==> config.mk <==
export PLATFORM = sky130hd
export DESIGN_NAME = pchr_config_regs
export DESIGN_NICKNAME = d
export VERILOG_FILES = /design/src/design/pchr_config_regs.v
export VERILOG_INCLUDE_DIRS = /design/src /design/src/inc
export SDC_FILE = /design/constraint.sdc
export NUM_CORES = 1
export LEC_CHECK = 0
export BUFFER_PORTS_ARGS = -buffer_cell sky130_fd_sc_hd__buf_2
export CAP_MARGIN = 5
export CORE_ASPECT_RATIO = 1.75
export CORE_MARGIN = 2
export CORE_UTILIZATION = 60
export DETAILED_ROUTE_END_ITERATION = 10
export GPL_TIMING_DRIVEN = 0
export PLACE_DENSITY = 0.84
export SLEW_MARGIN = 20
export SYNTH_ARGS = -nofsm -noshare
export SYNTH_HDL_FRONTEND = slang
export SYNTH_SLANG_ARGS = --single-unit
==> constraint.sdc <==
create_clock -name i_clk -period 2.98 [get_ports i_clk]
set_input_delay 0.298 -clock i_clk [delete_from_list [all_inputs] [get_ports i_clk]]
set_output_delay 0.298 -clock i_clk [all_outputs]
set_load 0.05 [all_outputs]
==> src/inc/pchr_defines.vh <==
// Constants for the configuration header register bank.
// What this block does
// - Word 00h returns loaded device ident high, vendor ident low, read-only.
// - Ident, subsystem, card pointer, latency and grant reload when the synchronised EEPROM done rises.
// - Card information word is read-only; writes leave it unchanged.
// - Driver word bits 15..8 are writable scratch; other bits reserved.
// - Signature word is a fixed constant that ignores writes.
// - Parity error detected flag sets on any i_parity_err, regardless of enable; an address parity error alone does not set it.
// - System error signalled flag sets whenever the device drives SERR# active.
// - Own master transaction master abort sets the master abort flag.
// - Own master transaction target abort sets the target abort flag.
// - Devsel timing field reads constantly 01, read-only.
// - Data parity reported sets only as master, response enabled, PERR# driven or seen.
// - Fast back-to-back capable bit always reads one.
// - New capabilities bit mirrors a bit of the host config register.
// - With serr response enabled, address parity error drives SERR#; enable resets zero.
// - Parity response disabled ignores errors; enabled raises host status system error.
// - Bus master transfers only while master enable is one; resets zero.
// - Memory space accesses answered only while memory enable is one; resets zero.
// - I/O space accesses answered only while I/O enable is one; resets zero.
// - Hardware reset restores defaults; software reset leaves contents unchanged.
// - Byte, word and double word accesses honour byte enables.
`ifndef PCHR_DEFINES_VH
`define PCHR_DEFINES_VH
`define PCHR_OFS_IDENT 8'h00
`define PCHR_OFS_CMDSTAT 8'h04
`define PCHR_OFS_CLASS 8'h08
`define PCHR_OFS_LATCL 8'h0C
`define PCHR_OFS_IO_BASE_ADDRESS 8'h10
`define PCHR_OFS_MBA 8'h14
`define PCHR_OFS_CIS 8'h28
`define PCHR_OFS_SUBSYS 8'h2C
`define PCHR_OFS_BROM 8'h30
`define PCHR_OFS_CAPPTR 8'h34
`define PCHR_OFS_INTR 8'h3C
`define PCHR_OFS_DRV 8'h40
`define PCHR_OFS_SIG 8'h80
`define PCHR_OFS_PMC 8'hC0
`define PCHR_OFS_PM_CONTROL_STATUS 8'hC4
`define PCHR_B_PERR 31
`define PCHR_B_SERR 30
`define PCHR_B_MABT 29
`define PCHR_B_TABT 28
`define PCHR_B_DPR 24
`define PCHR_B_FBB 23
`define PCHR_B_NCAP 20
`define PCHR_B_SERREN 8
`define PCHR_B_PERREN 6
`define PCHR_B_MSTEN 2
`define PCHR_B_MEMEN 1
`define PCHR_B_IOEN 0
`define PCHR_DEVSEL 2'h1
`define PCHR_CLASS_WORD 32'h02000011
`define PCHR_CAP_PTR 32'h000000C0
`define PCHR_INT_PIN 8'h01
`define PCHR_PMC_WORD 32'h00010001
`define PCHR_CMD_RW_MASK 16'h0147
`define PCHR_IO_BASE_ADDRESS_MASK 32'hFFFFFF00
`define PCHR_IO_BASE_ADDRESS_IND 32'h00000001
`define PCHR_MBA_MASK 32'hFFFFFC00
`define PCHR_BROM_MASK 32'hFFFC0001
`define PCHR_DRV_MASK 32'h0000FF00
`define PCHR_PM_CONTROL_STATUS_MASK 32'h00000003
`endif

==> src/design/pchr_config_regs.v <==
// Configuration header register bank with command/status logic.
`timescale 1ns/10ps
`include "pchr_defines.vh"
module pchr_config_regs #(
   parameter [31:0] SIGNATURE = 32'h12345678 // Arbitrary value.
) (
   // Clock and reset.
   input wire i_clk,
   input wire i_rstn,
   // Configuration cycle port.
   input wire i_cfg_wr,
   input wire i_cfg_rd,
   input wire [7:0] i_cfg_addr,
   input wire [3:0] i_cfg_be,
   input wire [31:0] i_cfg_wdata,
   output reg [31:0] o_cfg_rdata,
   // Values loaded from the serial EEPROM.
   input wire i_ee_done,
   input wire [15:0] i_loaded_device_ident,
   input wire [15:0] i_loaded_vendor_ident,
   input wire [31:0] i_ee_subsystem,
   input wire [31:0] i_ee_card_info,
   input wire [15:0] i_ee_lat_gnt,
   input wire i_host_config_ncap,
   // Events from the bus engine.
   input wire i_parity_err,
   input wire i_addr_parity_err,
   input wire i_master_abort,
   input wire i_target_abort,
   input wire i_perr_driven,
   input wire i_perr_seen,
   input wire i_is_master,
   input wire i_sw_reset,
   // Enables and outputs.
   output reg o_serr_drive,
   output reg o_host_sys_err,
   output reg o_bus_master_en,
   output reg o_mem_space_en,
   output reg o_io_space_en,
   output reg o_boot_rom_en
);
   reg [15:0] cmd_r;
   reg perr_r, serr_r, mabt_r, tabt_r, dpr_r;
   reg [31:0] ident_r, subsys_r, cis_r, io_base_address_r, mba_r, brom_r, pm_control_status_r;
   reg [15:0] latcl_r, latgnt_r;
   reg [7:0] intline_r, drv_r;
   reg ee_d1_r, ee_d2_r, ee_d3_r;
   reg ncap_d1_r, ncap_r;
   reg [31:0] rd_nxt, wmask, status_w;
   wire serr_fire = cmd_r[`PCHR_B_SERREN] & i_addr_parity_err;
   wire cyc_wr_cs = i_cfg_wr && i_cfg_addr == `PCHR_OFS_CMDSTAT;

   // Apply byte enables to a write.
   function [31:0] bmerge;
      input [31:0] old;
      input [31:0] wd;
      input [31:0] msk;
      input [3:0] be;
      reg [31:0] m;
      begin
         m = {{8{be[3]}}, {8{be[2]}}, {8{be[1]}}, {8{be[0]}}} & msk;
         bmerge = (old & ~m) | (wd & m);
      end
   endfunction

   // Merged words are kept full width and cut to the register on purpose below.
   wire [31:0] cmd_merge = bmerge({16'h0000, cmd_r}, {16'h0000, i_cfg_wdata[15:0]},
      {16'h0000, `PCHR_CMD_RW_MASK}, i_cfg_be) & {16'h0000, `PCHR_CMD_RW_MASK};
   wire [31:0] lat_merge = bmerge({16'h0000, latcl_r}, i_cfg_wdata,
      32'h0000FFFF, i_cfg_be);

   always @* begin
      wmask = {{8{i_cfg_be[3]}}, {8{i_cfg_be[2]}}, {8{i_cfg_be[1]}}, {8{i_cfg_be[0]}}};
   end

   // EEPROM done arrives from the loader domain; two stages before use.
   always @(posedge i_clk) begin
      if (!i_rstn) begin
         ee_d1_r <= 1'b0;
         ee_d2_r <= 1'b0;
         ee_d3_r <= 1'b0;
         ncap_d1_r <= 1'b0;
         ncap_r <= 1'b0;
      end else begin
         ee_d1_r <= i_ee_done;
         ee_d2_r <= ee_d1_r;
         ee_d3_r <= ee_d2_r;
         ncap_d1_r <= i_host_config_ncap;
         ncap_r <= ncap_d1_r;
      end
   end

   // Software reset is deliberately not an input to any register here.
   always @(posedge i_clk) begin
      if (!i_rstn) begin
         ident_r <= 32'h00000000;
         subsys_r <= 32'h00000000;
         cis_r <= 32'h00000000;
         latgnt_r <= 16'h0000;
      end else if (ee_d2_r && !ee_d3_r) begin
         ident_r <= {i_loaded_device_ident, i_loaded_vendor_ident};
         subsys_r <= i_ee_subsystem;
         cis_r <= i_ee_card_info;
         latgnt_r <= i_ee_lat_gnt;
      end
   end

   // Command bits and sticky status flags; a set wins over a clear.
   always @(posedge i_clk) begin
      if (!i_rstn) begin
         cmd_r <= 16'h0000;
         perr_r <= 1'b0;
         serr_r <= 1'b0;
         mabt_r <= 1'b0;
         tabt_r <= 1'b0;
         dpr_r <= 1'b0;
         o_serr_drive <= 1'b0;
         o_host_sys_err <= 1'b0;
      end else begin
         if (cyc_wr_cs) begin
            cmd_r <= cmd_merge[15:0];
         end
         o_serr_drive <= serr_fire;
         o_host_sys_err <= cmd_r[`PCHR_B_PERREN] & i_parity_err;
         perr_r <= i_parity_err |
            (perr_r & ~(cyc_wr_cs & wmask[`PCHR_B_PERR] & i_cfg_wdata[`PCHR_B_PERR]));
         serr_r <= o_serr_drive |
            (serr_r & ~(cyc_wr_cs & wmask[`PCHR_B_SERR] & i_cfg_wdata[`PCHR_B_SERR]));
         mabt_r <= (i_master_abort & i_is_master) |
            (mabt_r & ~(cyc_wr_cs & wmask[`PCHR_B_MABT] & i_cfg_wdata[`PCHR_B_MABT]));
         tabt_r <= (i_target_abort & i_is_master) |
            (tabt_r & ~(cyc_wr_cs & wmask[`PCHR_B_TABT] & i_cfg_wdata[`PCHR_B_TABT]));
         dpr_r <= (i_is_master & cmd_r[`PCHR_B_PERREN] & (i_perr_driven | i_perr_seen)) |
            (dpr_r & ~(cyc_wr_cs & wmask[`PCHR_B_DPR] & i_cfg_wdata[`PCHR_B_DPR]));
      end
   end

   // Writable header words; masks keep read-only and reserved bits fixed.
   always @(posedge i_clk) begin
      if (!i_rstn) begin
         latcl_r <= 16'h0000;
         io_base_address_r <= 32'h00000000;
         mba_r <= 32'h00000000;
         brom_r <= 32'h00000000;
         intline_r <= 8'h00;
         drv_r <= 8'h00;
         pm_control_status_r <= 32'h00000000;
      end else if (i_cfg_wr) begin
         case (i_cfg_addr)
            `PCHR_OFS_LATCL: latcl_r <= lat_merge[15:0];
            `PCHR_OFS_IO_BASE_ADDRESS: io_base_address_r <= bmerge(io_base_address_r, i_cfg_wdata, `PCHR_IO_BASE_ADDRESS_MASK, i_cfg_be);
            `PCHR_OFS_MBA: mba_r <= bmerge(mba_r, i_cfg_wdata, `PCHR_MBA_MASK, i_cfg_be);
            `PCHR_OFS_BROM: brom_r <= bmerge(brom_r, i_cfg_wdata, `PCHR_BROM_MASK, i_cfg_be);
            `PCHR_OFS_INTR: intline_r <= i_cfg_be[0] ? i_cfg_wdata[7:0] : intline_r;
            `PCHR_OFS_DRV: drv_r <= i_cfg_be[1] ? i_cfg_wdata[15:8] : drv_r;
            `PCHR_OFS_PM_CONTROL_STATUS: pm_control_status_r <= bmerge(pm_control_status_r, i_cfg_wdata,
               `PCHR_PM_CONTROL_STATUS_MASK, i_cfg_be);
            default: ; // Read-only and reserved words ignore writes
         endcase
      end
   end

   always @* begin
      status_w = 32'h00000000;
      status_w[`PCHR_B_PERR] = perr_r;
      status_w[`PCHR_B_SERR] = serr_r;
      status_w[`PCHR_B_MABT] = mabt_r;
      status_w[`PCHR_B_TABT] = tabt_r;
      status_w[26:25] = `PCHR_DEVSEL;
      status_w[`PCHR_B_DPR] = dpr_r;
      status_w[`PCHR_B_FBB] = 1'b1;
      status_w[`PCHR_B_NCAP] = ncap_r;
      status_w[15:0] = cmd_r;
   end

   always @* begin
      case (i_cfg_addr)
         `PCHR_OFS_IDENT: rd_nxt = ident_r;
         `PCHR_OFS_CMDSTAT: rd_nxt = status_w;
         `PCHR_OFS_CLASS: rd_nxt = `PCHR_CLASS_WORD;
         `PCHR_OFS_LATCL: rd_nxt = {16'h0000, latcl_r};
         `PCHR_OFS_IO_BASE_ADDRESS: rd_nxt = io_base_address_r | `PCHR_IO_BASE_ADDRESS_IND;
         `PCHR_OFS_MBA: rd_nxt = mba_r;
         `PCHR_OFS_CIS: rd_nxt = cis_r;
         `PCHR_OFS_SUBSYS: rd_nxt = subsys_r;
         `PCHR_OFS_BROM: rd_nxt = brom_r;
         `PCHR_OFS_CAPPTR: rd_nxt = `PCHR_CAP_PTR;
         `PCHR_OFS_INTR: rd_nxt = {latgnt_r, `PCHR_INT_PIN, intline_r};
         `PCHR_OFS_DRV: rd_nxt = {16'h0000, drv_r, 8'h00};
         `PCHR_OFS_SIG: rd_nxt = SIGNATURE;
         `PCHR_OFS_PMC: rd_nxt = `PCHR_PMC_WORD;
         `PCHR_OFS_PM_CONTROL_STATUS: rd_nxt = pm_control_status_r;
         default: rd_nxt = 32'h00000000;
      endcase
   end

   always @(posedge i_clk) begin
      if (!i_rstn) begin
         o_cfg_rdata <= 32'h00000000;
         o_bus_master_en <= 1'b0;
         o_mem_space_en <= 1'b0;
         o_io_space_en <= 1'b0;
         o_boot_rom_en <= 1'b0;
      end else begin
         // Disabled byte lanes read as zero so narrow reads stay clean.
         o_cfg_rdata <= i_cfg_rd ? (rd_nxt & wmask) : 32'h00000000;
         o_bus_master_en <= cmd_r[`PCHR_B_MSTEN];
         o_mem_space_en <= cmd_r[`PCHR_B_MEMEN];
         o_io_space_en <= cmd_r[`PCHR_B_IOEN];
         o_boot_rom_en <= cmd_r[`PCHR_B_MEMEN] & brom_r[0];
      end
   end
endmodule

==> results.cfg, run 1 <==
[timing]
finalSetupTns_ns = 0
fin_worst_skew_ns = 0.0101
min_period_over_period_pct = 82.7
maxClockFrequency_ghz = 0.406
finalHoldViolations = 0
setup_viol = 0
tightest_slew_ns = 1.03
timing.max_slew.rel_slack_pct = 31.6
final_max_slew_viol_count = 0
setup_repair_after_global_routing_missed_its_margin = false
layout_min_cycle_time_ns = 2.47

[cts]
cts.sinks = 260
tritoncts = done
cts_buffers = 23
cts_resized = 0
buffer_levels_on_the_longest_clock_path = 3
postCtsSetupBuffers = 0
htree_levels = 1
cts-root-buf = sky130_fd_sc_hd__clkbuf_16
clkSlewWorstSetupHoldPaths_ns = 0.07
insertion_delay_ns = 0.52

[placed_design]
buffer_ports.inserted = 203
detailed_place_hpwl_mm = 27.4
finalWeightedCongestion = 0.994

[yosys]
main_combinational_cell_family_by_area_after_synthesis = compound AO/OA/AOI/OAI gates
synth_top_area_share_pct = 47.5
ys.warnings.count = 0
yosysTopAreaCell = sky130_fd_sc_hd__dfxtp_1
async_reset_ff_share_pct = 0
synth_fp_nets = 1366
synth-main-ff-cell = sky130_fd_sc_hd__dfxtp_1
synthMuxAreaShare_pct = 7.21
number_of_instances_in_the_synthesized_netlist = 1196
synth_compound_gate_area_share_pct = 21.3
synth_edf_count = 0
number_of_synthesized_register_bits = 260
synth_area_um2 = 11000
synth_sequential_area_ratio_pct = 47.5
post_synth_main_area_contributors = sky130_fd_sc_hd__dfxtp_1, sky130_fd_sc_hd__nand2_1, sky130_fd_sc_hd__a21boi_0, sky130_fd_sc_hd__mux2i_1, sky130_fd_sc_hd__nor2b_1
avgSynthCellArea_um2 = 9.17
synth_area_in_adders_pct = 0
yosys.cell_types.count = 54
synth_simple_gate_area_share_pct = 20.2
yosys.area_share.xor_xnor_pct = 0.0799

[floorplan]
die_area_um2 = 19400
start_util_pct = 61.0
floorplan.core_area_um2 = 18000
fp.dieW_um = 106
die_h_um = 183
core.rowCount = 65
floorplan.io_pins = 208

[cells_and_area]
postLayoutCoreUtil_pct = 72.9
synthToLayoutAreaGrowth_pct = 19.6
drive_gt1_share_pct = 20.5
design.final.nets = 1595

[worst_setup_path]
path_cells = buf_2 -> nor4_2 -> and2_1 -> buf_2 -> clkbuf_1 -> a22oi_1 -> a31oi_1
timing.critical_path.from_type = input port
worstPathRequired_ns = 3.41
cp-end-kind = flop
max_fo_critical_path = 10
cp_slowest_stage_delay_ns = 0.80
crit_path_top_delay_cell = sky130_fd_sc_hd__clkbuf_1
critical_path_buf_inv_count = 3
critical-path-top-cell-by-count = sky130_fd_sc_hd__buf_2
critPathTopFamily = buffers and inverters
class_of_the_most_critical_setup_path = in2reg
arrival_time_reported_for_the_critical_path_endpoint_ns = 2.90

[job]
timing.max_cap.violations = 0

[detailed_routing]
drtPass1Iterations = 6
routed-via-count = 10300
first_iter_violations = 851
routed_wl_mm = 38.4
detail_route.wl_per_cell_um = 22.8
route.antenna.remaining_nets = 0
drc_errors = 0
detail_route.vias_per_cell = 6.10

[grt]
globalRouteOverflowTotal = 0
grt_max_degree = 16
grt_util_all_layers_pct = 38.5
antenna_found_initial = 6
first_global_vias = 10300
grt_first_pass_wirelength_mm = 56.3

[power_and_ir_drop]
p_leak_nw = 4.77
pwr_dens_nw_per_um2 = 556
vdd_ir_drop_max_v = 0.000570

[outcome]
outcome = finished clean

[min_path]
hp-class = in2reg
[metrics by stage]
step	cells	instance area [um2]	hold slack, ns	power [mW]	setup WS (ns)
final	1681	13100	0.0214	7.29	0.514
after global routing	1681	13100	0.0266	7.44	0.549
after floorplan	1196	11000	0.412	3.85	1.17
after detailed placement	1633	12300	0.423	4.11	0.160
after CTS	1675	13100	0.0192	7.25	0.609
after global placement	1633	12300	0.414	4.10	0.158
[cell families after synthesis]
kind of cell    after synthesis
compound gates              317
simple gates                447
mux                          79
xor+xnor                      1
buf+inv                      92
flops                       260
[synthesized netlist by cell type, types with 14 or more instances]
master	n
sky130_fd_sc_hd__mux2i_1	79
sky130_fd_sc_hd__a222oi_1	18
sky130_fd_sc_hd__nand2_1	282
sky130_fd_sc_hd__a21oi_1	27
sky130_fd_sc_hd__dfxtp_1	260
sky130_fd_sc_hd__nor2_1	19
sky130_fd_sc_hd__and2_1	14
sky130_fd_sc_hd__a31oi_1	25
sky130_fd_sc_hd__a21boi_0	131
sky130_fd_sc_hd__nor2b_1	80
sky130_fd_sc_hd__o21ai_0	25
sky130_fd_sc_hd__a22oi_1	47
sky130_fd_sc_hd__clkbuf_1	59
sky130_fd_sc_hd__buf_2	21
[placed cells by master, fill, tap and decap left out, types with 4 or more instances in the layout]
cell type,netlist,final
sky130_fd_sc_hd__a21boi_1,8,8
sky130_fd_sc_hd__a221oi_1,7,7
sky130_fd_sc_hd__nand2_1,282,282
sky130_fd_sc_hd__and2_1,14,14
sky130_fd_sc_hd__clkbuf_8,0,6
sky130_fd_sc_hd__nor2_1,19,19
sky130_fd_sc_hd__dfxtp_1,260,260
sky130_fd_sc_hd__clkbuf_16,0,23
sky130_fd_sc_hd__o21ai_2,4,4
sky130_fd_sc_hd__a22oi_1,47,47
sky130_fd_sc_hd__a22o_1,9,9
sky130_fd_sc_hd__and3_1,7,7
sky130_fd_sc_hd__o21ai_0,25,25
sky130_fd_sc_hd__buf_4,8,8
sky130_fd_sc_hd__a222oi_1,18,18
sky130_fd_sc_hd__mux2i_1,79,79
sky130_fd_sc_hd__nor2b_1,80,80
sky130_fd_sc_hd__a31oi_1,25,25
sky130_fd_sc_hd__buf_2,21,224
sky130_fd_sc_hd__clkbuf_1,59,65
sky130_fd_sc_hd__bufinv_16,0,4
sky130_fd_sc_hd__nand3_1,9,9
sky130_fd_sc_hd__a21oi_1,27,27
sky130_fd_sc_hd__nor2_4,5,5
sky130_fd_sc_hd__diode_2,0,6
sky130_fd_sc_hd__a21boi_0,131,131
[routing by layer]
layer,GRT usage (%),wire length [um],part of all wire (%),up-vias
li1,-,-,-,4641
met1,40.6,13000,34,4795
met2,65.3,18400,48,609
met3,5.93,3050,7.9,216
met4,34.6,3880,10,0
met5,0,0,0,-
[final timing paths]
check                                 start        endpoint  slack, ns  cells after the start
setup / recovery              i_cfg_addr[4]  o_cfg_rdata[7]       0.51                      7
hold / removal    i_loaded_device_ident[11]     ident_r[27]       0.02                      3
setup reg to reg                    ee_d2_r     ident_r[29]       0.56                      5
hold reg to reg                     ee_d1_r         ee_d2_r       0.43                      1
[worst reg2reg max path: cells and delay by family (launching register included)]
kind / cells / cell delay (ns)
AND/OR/NAND/NOR: 2 / 0.55
flip-flops: 1 / 0.34
buffers and inverters: 2 / 1.28
AO/OA/AOI/OAI: 1 / 0.18
[final cells by class]
class | instances | area, um2
inverter | 2 | 7.51
multi-input combinational | 844 | 5350
fill | 1476 | 4860
buffer | 90 | 402
clock inverter | 6 | 130
sequential | 260 | 5200
antenna | 6 | 15.0
tap | 234 | 293
timing repair buffer | 204 | 1030
clock buffer | 35 | 681
[power breakdown]
group | leakage (nW) | internal, mW | switching, mW | total [mW]
clock | 0.398 | 1.92 | 1.32 | 3.24
sequential | 2.10 | 3.53 | 0.0393 | 3.57
combinational | 2.26 | 0.190 | 0.289 | 0.480
[what timing repair did]
item / 4_1_cts / 5_1_grt
setup endpoints to repair: 0 / 0
endpoints found under the hold margin: 1 / 0
hold buffers: 1 / 0
Power figures use the tool's default switching activity.
==> inputs of run 2 (changes only) <==
--- a/config.mk
+++ b/config.mk
@@ -10,10 +10,10 @@
 export CAP_MARGIN = 5
 export CORE_ASPECT_RATIO = 1.75
 export CORE_MARGIN = 2
-export CORE_UTILIZATION = 60
+export CORE_UTILIZATION = 55
 export DETAILED_ROUTE_END_ITERATION = 10
 export GPL_TIMING_DRIVEN = 0
-export PLACE_DENSITY = 0.84
+export PLACE_DENSITY = 0.78
 export SLEW_MARGIN = 20
 export SYNTH_ARGS = -nofsm -noshare
 export SYNTH_HDL_FRONTEND = slang
==> constraint.sdc (replaced) <==
create_clock -name i_clk -period 2.4 [get_ports i_clk]
set_input_delay 0.24 -clock i_clk [delete_from_list [all_inputs] [get_ports i_clk]]
set_output_delay 0.24 -clock i_clk [all_outputs]
set_load 0.05 [all_outputs]
==> run 2 against run 1 <==
Net effect:
- the flow now finishes with violations (hold timing, setup timing)
- power rose by 31%
- via count rose by 4.4%
- highest routed layer unchanged
- core utilization rose by 0.19 points
- flip-flop and latch count did not move
- combinational power rose by 56%
- clock power rose by 36%
- final area rose by 9.6%
- worst setup slack got worse by 0.54 ns
- global-route usage fell by 1.7 points
- clock skew fell by 0.0045 ns
- first-iteration DRC count rose by 33%
==> results.cfg, run 2 (same netlist as run 1, synthesis figures left out) <==
[outcome]
outcome = finished with violations
violations = hold timing, setup timing

[detailed_routing]
detail_route.vias_per_cell = 5.93
drc_errors = 0
detail_route.wl_per_cell_um = 22.3
routed-via-count = 10700
route.antenna.remaining_nets = 0
first_iter_violations = 1130
routed_wl_mm = 40.3
drtPass1Iterations = 6

[placed_design]
placedCellCount = 1644
finalWeightedCongestion = 0.953
detailed_place_hpwl_mm = 27.3
buffer_ports.inserted = 203

[worst_setup_path]
cp-end-kind = flop
r2r_cells = 5
path_cells = buf_2 -> nor4_2 -> and2_1 -> buf_2 -> clkbuf_1 -> a22oi_1 -> a31oi_1
worstSetupPathDepth = 7
critical-path-top-cell-by-count = sky130_fd_sc_hd__buf_2
critPathTopFamily = buffers and inverters
class_of_the_most_critical_setup_path = in2reg
critical_path_buf_inv_count = 3
worstPathRequired_ns = 2.81
cp_slowest_stage_delay_ns = 0.72
max_fo_critical_path = 10
timing.critical_path.from_type = input port
crit_path_top_delay_cell = sky130_fd_sc_hd__clkbuf_1
arrival_time_reported_for_the_critical_path_endpoint_ns = 2.83

[cts]
cts_buffers = 24
insertion_delay_ns = 0.52
cts-root-buf = sky130_fd_sc_hd__clkbuf_16
tritoncts = done
cts.sinks = 260
clkSlewWorstSetupHoldPaths_ns = 0.07
htree_levels = 1
buffer_levels_on_the_longest_clock_path = 3
postCtsSetupBuffers = 0

[min_path]
hp-class = in2reg
worst_hold_path.num_cells = 3

[timing]
setup_viol = 3
final_max_slew_viol_count = 0
worst_hold_slack_ns = -0.00340
finalSetupTns_ns = -0.0511
setup_repair_after_global_routing_missed_its_margin = false
timing.max_slew.rel_slack_pct = 33.6
finalHoldViolations = 1
maxClockFrequency_ghz = 0.412
min_period_over_period_pct = 101
tightest_slew_ns = 0.996
fin_worst_skew_ns = 0.00557
setup_slack_ns = -0.0274
layout_min_cycle_time_ns = 2.43

[grt]
first_global_vias = 11000
antenna_found_initial = 5
grt_first_pass_wirelength_mm = 59.9
grt_max_degree = 17
globalRouteOverflowTotal = 0
grt_util_all_layers_pct = 36.9

[power_and_ir_drop]
p_int_mw = 7.47
power_switching_share_pct = 22.1
clockPowerShare_pct = 45.9
vdd_ir_drop_max_v = 0.000730
p_leak_nw = 5.30
pwr_dens_nw_per_um2 = 667
p_sw_mw = 2.12
comb_power_share_pct = 7.8
power_frac_seq_pct = 46.3

[cells_and_area]
finalNonFillerCells = 1807
mostFrequentLayoutCell = sky130_fd_sc_hd__nand2_1
synthToLayoutAreaGrowth_pct = 31.1
most_frequent_cells_in_the_layout = sky130_fd_sc_hd__nand2_1, sky130_fd_sc_hd__dfxtp_1, sky130_fd_sc_hd__buf_2
drive_gt1_share_pct = 19.5
design.final.nets = 1710
postLayoutCoreUtil_pct = 73.1

[floorplan]
fp.dieW_um = 111
die_area_um2 = 21100
floorplan.core_area_um2 = 19700
floorplan.io_pins = 208
die_h_um = 191
start_util_pct = 55.8
core.rowCount = 68

[job]
timing.max_cap.violations = 0
-- run 2: final timing paths --
path	from	end	slack [ns]
min reg2reg	ee_d1_r	ee_d2_r	0.44
min	i_ee_subsystem[12]	subsys_r[12]	-0.003
max	i_cfg_addr[4]	o_cfg_rdata[10]	-0.03
max reg2reg	ee_d3_r	latgnt_r[1]	0.18
-- run 2: repair_timing --
action	CTS	global route
hold buffers	115	0
endpoints found under the hold margin	117	0
resized for setup	0	3
endpoints found under the setup margin	0	37
-- run 2: metrics by stage --
step | instance area (um2) | worst slack [ns] | total power, mW
6_report | 14400 | -0.0274 | 9.58
4_1_cts | 14400 | 0.0485 | 9.57
2_1_floorplan | 11000 | 0.650 | 4.78
5_1_grt | 14400 | 0.0549 | 9.80
3_5_place_dp | 12300 | -0.358 | 5.10
3_3_place_gp | 12300 | -0.367 | 5.10
-- run 2: power by group through the flow --
stage	registers [mW]	logic, mW	clock network (mW)
final	4.43	0.748	4.40
after global routing	4.44	0.791	4.57
after CTS	4.43	0.722	4.41
after detailed placement	4.53	0.576	0
after global placement	4.53	0.569	0
after floorplan	4.51	0.273	0
-- run 2: tightest hold or removal path: cells and delay by family --
family | cells | cell delay, ns
simple gates | 1 | 0.05
compound gates | 1 | 0.07
buf+inv | 1 | 0.11
-- run 2: area by class of cell --
class	instances	area, um2
diodes	5	12.5
plain buffers	90	403
clock buffers	32	712
clock inverters	11	208
fillers	1500	5280
inverters	2	7.51
multi-input cells	844	5350
flip-flops and latches	260	5200
well taps	245	307
repair buffers	318	2170
-- run 2: per-layer routing --
layer	vias to the layer above	wire [um]	GRT usage, %	part of all wire, %
met5	-	0	0	0
met1	5022	13500	38.6	34
li1	4870	-	-	-
met3	196	2990	4.86	7.4
met4	0	3600	29.5	8.9
met2	620	20200	65.8	50
==> inputs of run 3 (changes only) <==
--- a/config.mk
+++ b/config.mk
@@ -10,10 +10,10 @@
 export CAP_MARGIN = 5
 export CORE_ASPECT_RATIO = 1.75
 export CORE_MARGIN = 2
-export CORE_UTILIZATION = 55
+export CORE_UTILIZATION = 50
 export DETAILED_ROUTE_END_ITERATION = 10
 export GPL_TIMING_DRIVEN = 0
-export PLACE_DENSITY = 0.78
+export PLACE_DENSITY = 0.75
 export SLEW_MARGIN = 20
 export SYNTH_ARGS = -nofsm -noshare
 export SYNTH_HDL_FRONTEND = slang
==> constraint.sdc (replaced) <==
create_clock -name i_clk -period 2 [get_ports i_clk]
set_input_delay 0.2 -clock i_clk [delete_from_list [all_inputs] [get_ports i_clk]]
set_output_delay 0.2 -clock i_clk [all_outputs]
set_load 0.05 [all_outputs]
==> run 3 against run 2 <==
Net effect:
- the run ends with hold timing left
- core utilization fell by 4.9 points
- combinational power rose by 26%
- sequential share of layout area fell by 0.75 points
- hold slack got worse by 0.0019 ns
- worst setup slack improved by 0.085 ns
- non-clock buffer count rose by 31
- clock-buffer cell count fell by 1
==> results.cfg, run 3 (same netlist as run 1, synthesis figures left out) <==
[worst_setup_path]
cp-end-kind = flop
worstPathRequired_ns = 2.43
max_fo_critical_path = 10
class_of_the_most_critical_setup_path = in2reg
timing.critical_path.from_type = input port
arrival_time_reported_for_the_critical_path_endpoint_ns = 2.37

[floorplan]
die_area_um2 = 23200
floorplan.core_area_um2 = 21500
die_h_um = 200
fp.dieW_um = 116
core.rowCount = 71
start_util_pct = 51.0
floorplan.io_pins = 208

[timing]
tightest_slew_ns = 0.781
final_max_slew_viol_count = 0
min_period_over_period_pct = 97.1
setup_viol = 0
layout_min_cycle_time_ns = 1.94
finalHoldViolations = 1
setup_repair_after_global_routing_missed_its_margin = false
worst_hold_slack_ns = -0.00533
maxClockFrequency_ghz = 0.515
fin_worst_skew_ns = 0.00830
timing.max_slew.rel_slack_pct = 47.9

[cells_and_area]
drive_gt1_share_pct = 20.2
design.final.nets = 1741
mostFrequentLayoutCell = sky130_fd_sc_hd__nand2_1
synthToLayoutAreaGrowth_pct = 33.8
most_frequent_cells_in_the_layout = sky130_fd_sc_hd__nand2_1, sky130_fd_sc_hd__dfxtp_1, sky130_fd_sc_hd__buf_2

[grt]
first_global_vias = 10600
grt_max_degree = 17
antenna_found_initial = 3
grt_util_all_layers_pct = 34.3
grt_first_pass_wirelength_mm = 58.8
globalRouteOverflowTotal = 0

[placed_design]
buffer_ports.inserted = 203
finalWeightedCongestion = 0.971
detailed_place_hpwl_mm = 27.8

[power_and_ir_drop]
report.power.total_mw = 11.2
p_leak_nw = 5.44
pwr_dens_nw_per_um2 = 765
vdd_ir_drop_max_v = 0.000706

[cts]
cts.sinks = 260
cts-root-buf = sky130_fd_sc_hd__clkbuf_16
cts_buffers = 24
buffer_levels_on_the_longest_clock_path = 3
htree_levels = 1
insertion_delay_ns = 0.52
clkSlewWorstSetupHoldPaths_ns = 0.07
tritoncts = done

[outcome]
violations = hold timing
outcome = finished with violations

[detailed_routing]
routed-via-count = 10700
first_iter_violations = 910
routed_wl_mm = 40.9
detail_route.wl_per_cell_um = 21.8
drc_errors = 0
detail_route.vias_per_cell = 5.69
route.antenna.remaining_nets = 0
drtPass1Iterations = 7

[min_path]
hp-class = in2reg

[job]
timing.max_cap.violations = 0
-- run 3: cell count changes in the layout (fill, tap and decap cells not counted), sizes merged --
| cell | change |
|---|---|
| bufinv | -2 |
| clkinv | -2 |
| dlygate4sd3 | +25 |
| buf | +5 |
| clkinvlp | +1 |
| diode | -3 |
-- run 3: stage by stage --
stage | worst slack (ns) | setup TNS (ns) | cell area (um2) | std cells | utilization [%]
final | 0.0579 | 0 | 14700 | 1878 | 68.3
after global routing | 0.0150 | 0 | 14700 | 1878 | 68.3
after CTS | 0.00464 | 0 | 14600 | 1870 | 67.9
after detailed placement | -0.841 | -45.47 | 12300 | 1691 | 57.4
after global placement | -0.807 | -39.58 | 12300 | 1691 | 57.4
after floorplan | 0.290 | 0 | 11000 | 1196 | -
-- run 3: final cells by class --
type / count / area (um2)
Multi-Input combinational cell: 844 / 5360
Tap cell: 292 / 365
Fill cell: 1715 / 6820
Timing Repair Buffer: 349 / 2460
Sequential cell: 260 / 5200
Inverter: 2 / 7.51
Clock buffer: 31 / 698
Antenna cell: 2 / 5.00
Buffer: 90 / 428
Clock inverter: 8 / 145
-- run 3: routing by layer --
layer | share of wire, % | up-vias | track usage [%]
met2 | 50 | 552 | 61.2
met3 | 7.0 | 172 | 4.44
met5 | 0.032 | - | 0
li1 | - | 4922 | -
met4 | 8.0 | 2 | 24.3
met1 | 35 | 5046 | 36.6
-- run 3: repair_timing --
action	CTS	global route
pin swaps	1	2
endpoints found under the setup margin	103	60
hold buffers	140	0
buffers inserted	0	6
gates resized for setup	9	19
endpoints found under the hold margin	166	0
-- run 3: path summary, 6_finish.rpt --
| check | start | endpoint | slack [ns] | cells after the start |
|---|---|---|---|---|
| setup / recovery | i_cfg_addr[2] | o_cfg_rdata[16] | 0.06 | 8 |
| hold / removal | i_cfg_wdata[28] | flop | -0.005 | 3 |
| setup reg to reg | ee_d3_r | cis_r[22] | 0.08 | 5 |
| hold reg to reg | ee_d1_r | ee_d2_r | 0.44 | 1 |
-- run 3: power by group --
group | switching, mW | leakage [nW] | internal, mW
Clock | 2.00 | 0.410 | 2.96
Combinational | 0.479 | 2.93 | 0.466
Sequential | 0.0566 | 2.10 | 5.26
-- run 3: worst max-delay path, stage by stage --
cell,delay [ns]
sky130_fd_sc_hd__buf_2,0.12
sky130_fd_sc_hd__buf_4,0.19
sky130_fd_sc_hd__nand4bb_1,0.26
sky130_fd_sc_hd__nor2_1,0.35
sky130_fd_sc_hd__buf_2,0.43
sky130_fd_sc_hd__buf_2,0.35
sky130_fd_sc_hd__a32oi_1,0.17
sky130_fd_sc_hd__a31oi_1,0.28
